[src/dcr_pkg.sv]
// Shared constants and types for the core run control block.
`default_nettype none

package dcr_pkg;

	// ------------------------------------------------------------------
	// Register offsets
	// ------------------------------------------------------------------
	localparam logic [15:0] SUSPEND_OFS = 16'hF400;
	localparam logic [15:0] TRIGGER_OFS = 16'hF402;
	localparam logic [15:0] HALT_OFS    = 16'hF403;
	localparam logic [15:0] ENTRY_OFS   = 16'hF404;
	localparam logic [15:0] STATUS_OFS  = 16'hF405;

	// ------------------------------------------------------------------
	// Field positions and values after reset
	// ------------------------------------------------------------------
	localparam int          CTRL_BIT      = 0;
	localparam logic [15:0] SUSPEND_RST   = 16'h0000;
	localparam logic [15:0] TRIGGER_RST   = 16'h0000;
	localparam logic [15:0] HALT_RST      = 16'h0000;
	localparam logic [15:0] ENTRY_RST     = 16'h0000;
	localparam logic [15:0] READ_ZERO     = 16'h0000;

	// ------------------------------------------------------------------
	// Status codes shown in the status register
	// ------------------------------------------------------------------
	localparam logic [15:0] STAT_STOPPED   = 16'h0000;
	localparam logic [15:0] STAT_INIT      = 16'h0001;
	localparam logic [15:0] STAT_RUN       = 16'h0002;
	localparam logic [15:0] STAT_DRAIN     = 16'h0003;
	localparam logic [15:0] STAT_SUSPENDED = 16'h0004;
	localparam logic [15:0] STAT_HALTED    = 16'h0005;

	// ------------------------------------------------------------------
	// Core sequencing states
	// ------------------------------------------------------------------
	typedef enum logic [2:0]
	{
		ST_STOPPED,
		ST_INIT,
		ST_RUN,
		ST_DRAIN,
		ST_SUSPENDED,
		ST_HALTED
	} dcr_state_type;

endpackage

`default_nettype wire

[src/dcr_irq_gate.sv]
// Interrupt gate that blocks new requests and reports when service drains.
`timescale 1ns/1ps
`default_nettype none

module dcr_irq_gate
(
	// Clock and reset.
	input  wire logic ref_clk_i,
	input  wire logic rst_n_i,
	// Control from the sequencer.
	input  wire logic irq_enable_i,
	// Core interrupt signals.
	input  wire logic irq_req_i,
	input  wire logic irq_busy_i,
	// Gated results.
	output logic      irq_take_o,
	output logic      drained_o
);

	typedef struct packed
	{
		logic drained;
	} dcr_gate_type;

	dcr_gate_type r;
	dcr_gate_type next_r;

	// A request reaches the core only while interrupts are enabled.
	assign irq_take_o = irq_req_i & irq_enable_i;
	assign drained_o  = r.drained;

	// Drained once enable is off and no service routine is still active.
	always_comb
	begin
		next_r         = r;
		next_r.drained = ~irq_enable_i & ~irq_busy_i;
	end

	// State register.
	always_ff @(posedge ref_clk_i)
	begin
		if (!rst_n_i)
			r <= '0;
		else
			r <= next_r;
	end

endmodule

`default_nettype wire

[src/dcr_run_ctrl.sv]
// Run, suspend and halt control for the audio DSP core.
// Function
// RQ1: Suspend write disables interrupts, drains service, then core runs no-ops.
// RQ2: Halt stops the core fully; no processing continues.
// RQ3: Host halts the core before overwriting program memory.
// RQ4: Parameter-only updates may keep the core merely suspended.
// RQ5: Host waits one sample or block after suspend before memory access.
// RQ6: Host writes one to halt register before loading a new program.
// RQ7: Host loads program image by block write from program base.
// RQ8: Host rewrites first data bank by block write from zero.
// RQ9: Host rewrites second data bank at the image's own start.
// RQ10: Host writes the entry point after a new program download.
// RQ11: Halt release by writing zero; starts are refused while halted.
// RQ12: Core starts on a low-to-high change of the run trigger bit.
// RQ13: Host waits for the init routine before releasing suspend.
// RQ14: Clearing suspend re-enables interrupts and resumes normal execution.
// RQ15: Host keeps the core stopped while memories are rewritten.
// RQ16: Control registers are sixteen bits wide; only bit zero acts.
`timescale 1ns/1ps
`default_nettype none

module dcr_run_ctrl
(
	// Clock and reset.
	input  wire logic        ref_clk_i,
	input  wire logic        rst_n_i,
	// Control port register access, same clock.
	input  wire logic        reg_wr_i,
	input  wire logic        reg_rd_i,
	input  wire logic [15:0] reg_addr_i,
	input  wire logic [15:0] reg_wdata_i,
	output logic      [15:0] reg_rdata_o,
	output logic             reg_rvalid_o,
	// Core interrupt signals.
	input  wire logic        irq_req_i,
	input  wire logic        irq_busy_i,
	output logic             irq_take_o,
	// Core execution control.
	output logic             core_exec_o,
	output logic             core_nop_o,
	output logic             core_clk_en_o,
	output logic             core_start_o,
	output logic      [15:0] core_entry_o
);

	// ------------------------------------------------------------------
	// State
	// ------------------------------------------------------------------

	typedef struct packed
	{
		logic [15:0]           suspend;
		logic [15:0]           trigger;
		logic [15:0]           halt;
		logic [15:0]           entry;
		dcr_pkg::dcr_state_type state;
		logic [15:0]           rdata;
		logic                  rvalid;
		logic                  start;
		logic                  exec;
		logic                  nop;
		logic                  clk_en;
		logic                  irq_en;
	} dcr_ctrl_type;

	dcr_ctrl_type r;
	dcr_ctrl_type next_r;
	logic         drained;

	// Maps a sequencing state onto its readable status code.
	function automatic logic [15:0] status_code(
		input dcr_pkg::dcr_state_type s);
		case (s)
			dcr_pkg::ST_STOPPED:   status_code = dcr_pkg::STAT_STOPPED;
			dcr_pkg::ST_INIT:      status_code = dcr_pkg::STAT_INIT;
			dcr_pkg::ST_RUN:       status_code = dcr_pkg::STAT_RUN;
			dcr_pkg::ST_DRAIN:     status_code = dcr_pkg::STAT_DRAIN;
			dcr_pkg::ST_SUSPENDED: status_code = dcr_pkg::STAT_SUSPENDED;
			dcr_pkg::ST_HALTED:    status_code = dcr_pkg::STAT_HALTED;
			default:               status_code = dcr_pkg::STAT_STOPPED;
		endcase
	endfunction

	// Tells whether a write hits the given register this cycle.
	function automatic logic hit(
		input logic        wr,
		input logic [15:0] addr,
		input logic [15:0] ofs);
		hit = wr & (addr == ofs);
	endfunction

	// ------------------------------------------------------------------
	// Interrupt gate
	// ------------------------------------------------------------------

	// Blocks requests while suspended and reports when service is done.
	dcr_irq_gate u_gate
	(
		.ref_clk_i    (ref_clk_i),
		.rst_n_i      (rst_n_i),
		.irq_enable_i (r.irq_en),
		.irq_req_i    (irq_req_i),
		.irq_busy_i   (irq_busy_i),
		.irq_take_o   (irq_take_o),
		.drained_o    (drained)
	);

	// ------------------------------------------------------------------
	// Next state
	// ------------------------------------------------------------------

	// Register writes, readback and the run sequencer.
	always_comb
	begin
		logic susp_bit;
		logic halt_bit;
		logic trig_rise;
		susp_bit     = 1'b0;
		halt_bit     = 1'b0;
		trig_rise    = 1'b0;
		next_r       = r;
		next_r.start = 1'b0;
		// RQ16: full word stored
		if (hit(reg_wr_i, reg_addr_i, dcr_pkg::SUSPEND_OFS))
			next_r.suspend = reg_wdata_i;
		if (hit(reg_wr_i, reg_addr_i, dcr_pkg::TRIGGER_OFS))
			next_r.trigger = reg_wdata_i;
		if (hit(reg_wr_i, reg_addr_i, dcr_pkg::HALT_OFS))
			next_r.halt = reg_wdata_i;
		if (hit(reg_wr_i, reg_addr_i, dcr_pkg::ENTRY_OFS))
			next_r.entry = reg_wdata_i;

		// RQ16: only bit zero
		susp_bit  = next_r.suspend[dcr_pkg::CTRL_BIT];
		halt_bit  = next_r.halt[dcr_pkg::CTRL_BIT];
		// RQ12: low-to-high detect
		trig_rise = next_r.trigger[dcr_pkg::CTRL_BIT]
			& ~r.trigger[dcr_pkg::CTRL_BIT];

		// Registered readback; unmapped addresses read as zero.
		next_r.rvalid = reg_rd_i;
		if (reg_rd_i)
		begin
			case (reg_addr_i)
				dcr_pkg::SUSPEND_OFS: next_r.rdata = r.suspend;
				dcr_pkg::TRIGGER_OFS: next_r.rdata = r.trigger;
				dcr_pkg::HALT_OFS:    next_r.rdata = r.halt;
				dcr_pkg::ENTRY_OFS:   next_r.rdata = r.entry;
				dcr_pkg::STATUS_OFS:  next_r.rdata = status_code(r.state);
				default:              next_r.rdata = dcr_pkg::READ_ZERO;
			endcase
		end

		// RQ2: halt overrides all
		if (halt_bit)
			next_r.state = dcr_pkg::ST_HALTED;
		else
		begin
			case (r.state)
				// RQ11: release only
				dcr_pkg::ST_HALTED:
					next_r.state = dcr_pkg::ST_STOPPED;
				// RQ12: start on edge
				dcr_pkg::ST_STOPPED:
					if (trig_rise)
					begin
						next_r.start = 1'b1;
						next_r.state = susp_bit ? dcr_pkg::ST_INIT
							: dcr_pkg::ST_RUN;
					end
				// Init routine runs with interrupts held off.
				dcr_pkg::ST_INIT:
					if (!susp_bit)
						next_r.state = dcr_pkg::ST_RUN;
				// RQ1: begin draining
				dcr_pkg::ST_RUN:
					if (susp_bit)
						next_r.state = dcr_pkg::ST_DRAIN;
				// RQ1: wait for service
				dcr_pkg::ST_DRAIN:
					if (!susp_bit)
						next_r.state = dcr_pkg::ST_RUN;
					else if (drained)
						next_r.state = dcr_pkg::ST_SUSPENDED;
				// RQ14: resume on clear
				dcr_pkg::ST_SUSPENDED:
					if (!susp_bit)
						next_r.state = dcr_pkg::ST_RUN;
				default:
					next_r.state = dcr_pkg::ST_STOPPED;
			endcase
		end

		// Core controls follow the next state so they align with it.
		next_r.clk_en = (next_r.state != dcr_pkg::ST_HALTED);
		next_r.exec   = (next_r.state == dcr_pkg::ST_RUN)
			| (next_r.state == dcr_pkg::ST_INIT)
			| (next_r.state == dcr_pkg::ST_DRAIN);
		// RQ1: no-ops when suspended
		next_r.nop    = (next_r.state == dcr_pkg::ST_SUSPENDED);
		// RQ14: interrupts re-enabled
		next_r.irq_en = (next_r.state == dcr_pkg::ST_RUN);
	end

	// ------------------------------------------------------------------
	// State register
	// ------------------------------------------------------------------

	// All state updates on every edge; reset gives defined values.
	always_ff @(posedge ref_clk_i)
	begin
		if (!rst_n_i)
		begin
			r         <= '0;
			r.suspend <= dcr_pkg::SUSPEND_RST;
			r.trigger <= dcr_pkg::TRIGGER_RST;
			r.halt    <= dcr_pkg::HALT_RST;
			r.entry   <= dcr_pkg::ENTRY_RST;
			r.state   <= dcr_pkg::ST_STOPPED;
			r.clk_en  <= 1'b1;
		end
		else
			r <= next_r;
	end

	// ------------------------------------------------------------------
	// Outputs
	// ------------------------------------------------------------------

	// Every output except irq_take_o comes straight from a flip-flop.
	assign reg_rdata_o   = r.rdata;
	assign reg_rvalid_o  = r.rvalid;
	assign core_exec_o   = r.exec;
	assign core_nop_o    = r.nop;
	assign core_clk_en_o = r.clk_en;
	assign core_start_o  = r.start;
	assign core_entry_o  = r.entry;

endmodule

`default_nettype wire

[config.mk]
export PLATFORM = sky130hd
export DESIGN_NAME = dcr_run_ctrl
export DESIGN_NICKNAME = d
export VERILOG_FILES = /design/src/dcr_pkg.sv /design/src/dcr_irq_gate.sv /design/src/dcr_run_ctrl.sv
export SDC_FILE = /design/constraint.sdc
export NUM_CORES = 1
export LEC_CHECK = 0
export BUFFER_PORTS_ARGS = -buffer_cell sky130_fd_sc_hd__clkbuf_2
export CORE_AREA = 10 10 104 106
export CTS_BUF_LIST = sky130_fd_sc_hd__clkbuf_8
export DETAILED_ROUTE_END_ITERATION = 7
export DIE_AREA = 0 0 114 116
export PLACE_DENSITY = 0.77
export SLEW_MARGIN = 10
export SYNTH_ARGS = -nofsm -noshare
export SYNTH_HDL_FRONTEND = slang
export SYNTH_SLANG_ARGS = --single-unit
[constraint.sdc]
create_clock -name ref_clk_i -period 2.8 [get_ports ref_clk_i]
set_input_delay 0.7 -clock ref_clk_i [delete_from_list [all_inputs] [get_ports ref_clk_i]]
set_output_delay 0.7 -clock ref_clk_i [all_outputs]
set_load 0.02 [all_outputs]
==> results_dict.tcl <==
set metrics [dict create \
    crit_family "simple AND/OR/NAND/NOR gates" \
    io_buffers 75 \
    hold_path_class "flop to flop" \
    cap_violations 0 \
    crit_path_end_kind "flop" \
    syn_inst 524 \
    synth_fp_nets 564 \
    relSlewSlack_pct 66.97 \
    clkTransAtPathRegs_ns 0.09 \
    seq_area_mm2 0.001802 \
    leakagePower_nw 1.812 \
    grt_usage_pct 16.84 \
    antenna_found_initial 0 \
    start_util_pct 49.83 \
    cts_tree "done" \
    routed_wirelength_um 11050 \
    fmax_mhz 452.4 \
    arrival_ns 2.46 \
    fin_crit_ns 2.211 \
    grt_pass1_vias 3780 \
    p_sw_share_pct 23.68 \
    cts_resized 0 \
    cts_buffers 9 \
    drc 0 \
    switchingPower_mw 0.5414 \
    postCtsSetupBuffers 0 \
    setup_viol 0 \
    fin_setup_tns_ns 0 \
    async_flop_share_pct 0 \
    via_per_inst 5.507 \
    intPower_mw 1.745 \
    crit_path_cell_trace "clkbuf_2, or4b_4, nor4_4, nand2_1, a21boi_2, o21ai_0, a31o_1" \
    htreeDepth 3 \
    ir_drop_v 0.0002125 \
    drive_above_1_share_pct 20.74 \
    drt-initial-drc-count 317 \
    dieWidth_um 114 \
    cts_sinks 90 \
    grt_max_degree 64 \
    cp-start-kind "input pin" \
    globalplace.congestion 0.8563 \
    final-hold-violation-count 0 \
    dpl.hpwl_um 8061 \
    multi_input_area_mm2 0.002083 \
    path_class "input pin to flop" \
    grt_pass1_wl_um 18270 \
    critPathBufInv 1 \
    clock_skew_ns 0.01204 \
    n_antenna_cell 0 \
    power_density_mw_per_mm2 475.6 \
    yosysWarnings 0 \
    syn_to_final_growth_pct 11.20 \
    synth.distinct_cells 46 \
    utilization_pct 55.41 \
    ys_seq_area_share_pct 41.67 \
    slowest_stage "or4b_4" \
    seqPwrFrac_pct 56.1 \
    netlist_area_mm2 0.004324 \
    worst_pin_slew_ns 0.4893 \
    finalCritPeriodShare_pct 78.95 \
    synth_edf_count 0 \
    hold_buffers 0 \
    postRouteAntennaNets 0 \
    die-area_mm2 0.01322 \
    design.core.area_mm2 0.008678 \
    required_ns 3.05 \
    dr.pass1.iters 4 \
    nets 604 \
    rsz0062_at_grt "no" \
    ys_seq_elements 90 \
    wl_per_cell_um 16.33 \
    critPathMaxStageDelay_ns 0.56 \
    num_vias 3728 \
    clock_tree.root_cell "clkbuf_8" \
    outcome "completed" \
    clock_power_share_pct 38.1 \
    clk_latency_ns 0.36 \
    rows 34 \
    fillers 809 \
    cp_max_fo 5 \
    io_pins 76 \
    p_comb_share_pct 5.8 \
    synth.avg_cell_area_um2 8.252 \
    grt_overflow_total 0 \
    clk_path_buf_depth 2 \
    slew_violations 0 \
    die_y_um 116 \
    synth_flop_cell "dfxtp_1" \
]
-- per-stage QoR --
step	total power, mW	hold WS (ns)	cells	setup slack, ns	cell area (um^2)
floorplan	1.380	0.3870	524	0.4287	4324
detailed placement	1.444	0.4038	661	0.2378	4614
finish	2.287	0.4146	677	0.5895	4808
CTS	2.297	0.4166	677	0.6086	4808
global placement	1.441	0.3969	661	0.3137	4614
global route	2.363	0.4410	677	0.4180	4808
-- logic make-up after synthesis --
logic type	count (synthesis)	share of synthesized area [%]
muxes	20	4.716
and+or+nand+nor	208	22.51
DFF	90	41.67
AOI/OAI and AO/OA	121	20.14
buffers and inverters	82	10.16
adders and majority gates	3	0.8101
-- area by class of cell --
type                       instances  area share, %
clock buffer                       9          2.576
clock inverter                     7          1.457
inverter                          17          1.327
multi-input combinational        352          43.33
sequential                        90          37.47
tap                              108          2.810
timing repair buffer              94          11.03
-- registers in the layout, indices dropped and copies added, names as in the netlist --
| register | flops |
|---|---|
| r | 52 |
| core_entry_o | 16 |
| reg_rdata_o | 16 |
| core_clk_en_o | 1 |
| core_exec_o | 1 |
| core_nop_o | 1 |
| core_start_o | 1 |
| reg_rvalid_o | 1 |
| u_gate.drained_o | 1 |
-- layout by cell type, fill, tap and decap left out, types with 14 or more instances in the layout --
cell type / netlist / layout
dfxtp_1: 90 / 90
and2_1: 20 / 20
clkbuf_2: 0 / 75
o21ai_0: 17 / 17
nand2_1: 144 / 144
a21boi_1: 14 / 14
buf_4: 33 / 18
inv_1: 17 / 17
mux2i_1: 17 / 17
a21boi_0: 49 / 49
-- per-layer routing --
metal,GRT usage (%),wire length (um),vias up
met5,0,0,-
met4,6.600,178,0
met3,2.997,677,12
met2,28.82,5306,117
met1,20.55,4893,1784
li1,-,-,1815
-- path summary, 6_finish.rpt --
check	cells after the start	slack [ns]	end	startpoint
setup / recovery	7	0.59	core_exec_o	reg_addr_i[7]
hold reg to reg	1	0.41	u_gate.drained_o	r[0]
setup reg to reg	8	0.72	reg_rdata_o[0]	r[23]
hold / removal	1	0.41	u_gate.drained_o	r[0]
-- power groups by stage --
| stage | logic, mW | clock network [mW] | registers (mW) |
|---|---|---|---|
| CTS | 0.131 | 0.883 | 1.28 |
| global route | 0.142 | 0.937 | 1.28 |
| global placement | 0.128 | 0 | 1.31 |
| detailed placement | 0.131 | 0 | 1.31 |
| finish | 0.133 | 0.871 | 1.28 |
| floorplan | 0.0660 | 0 | 1.31 |
-- cell usage after synthesis (4+ instances only) --
| library cell | instances | area share [%] |
|---|---|---|
| a21boi_0 | 49 | 8.5 |
| buf_4 | 33 | 5.7 |
| nand2_1 | 144 | 13 |
| o21ai_0 | 17 | 2.0 |
| inv_1 | 17 | 1.5 |
| buf_2 | 6 | 0.69 |
| nor4b_1 | 4 | 0.81 |
| a21oi_1 | 4 | 0.46 |
| clkbuf_1 | 24 | 2.1 |
| nand3_1 | 7 | 0.81 |
| a21boi_1 | 14 | 2.4 |
| nor2_1 | 8 | 0.69 |
| and2_1 | 20 | 2.9 |
| dfxtp_1 | 90 | 42 |
| a22oi_1 | 13 | 2.3 |
| o22ai_1 | 13 | 1.9 |
| mux2i_1 | 17 | 3.9 |
(Power assumes the default switching activity.)
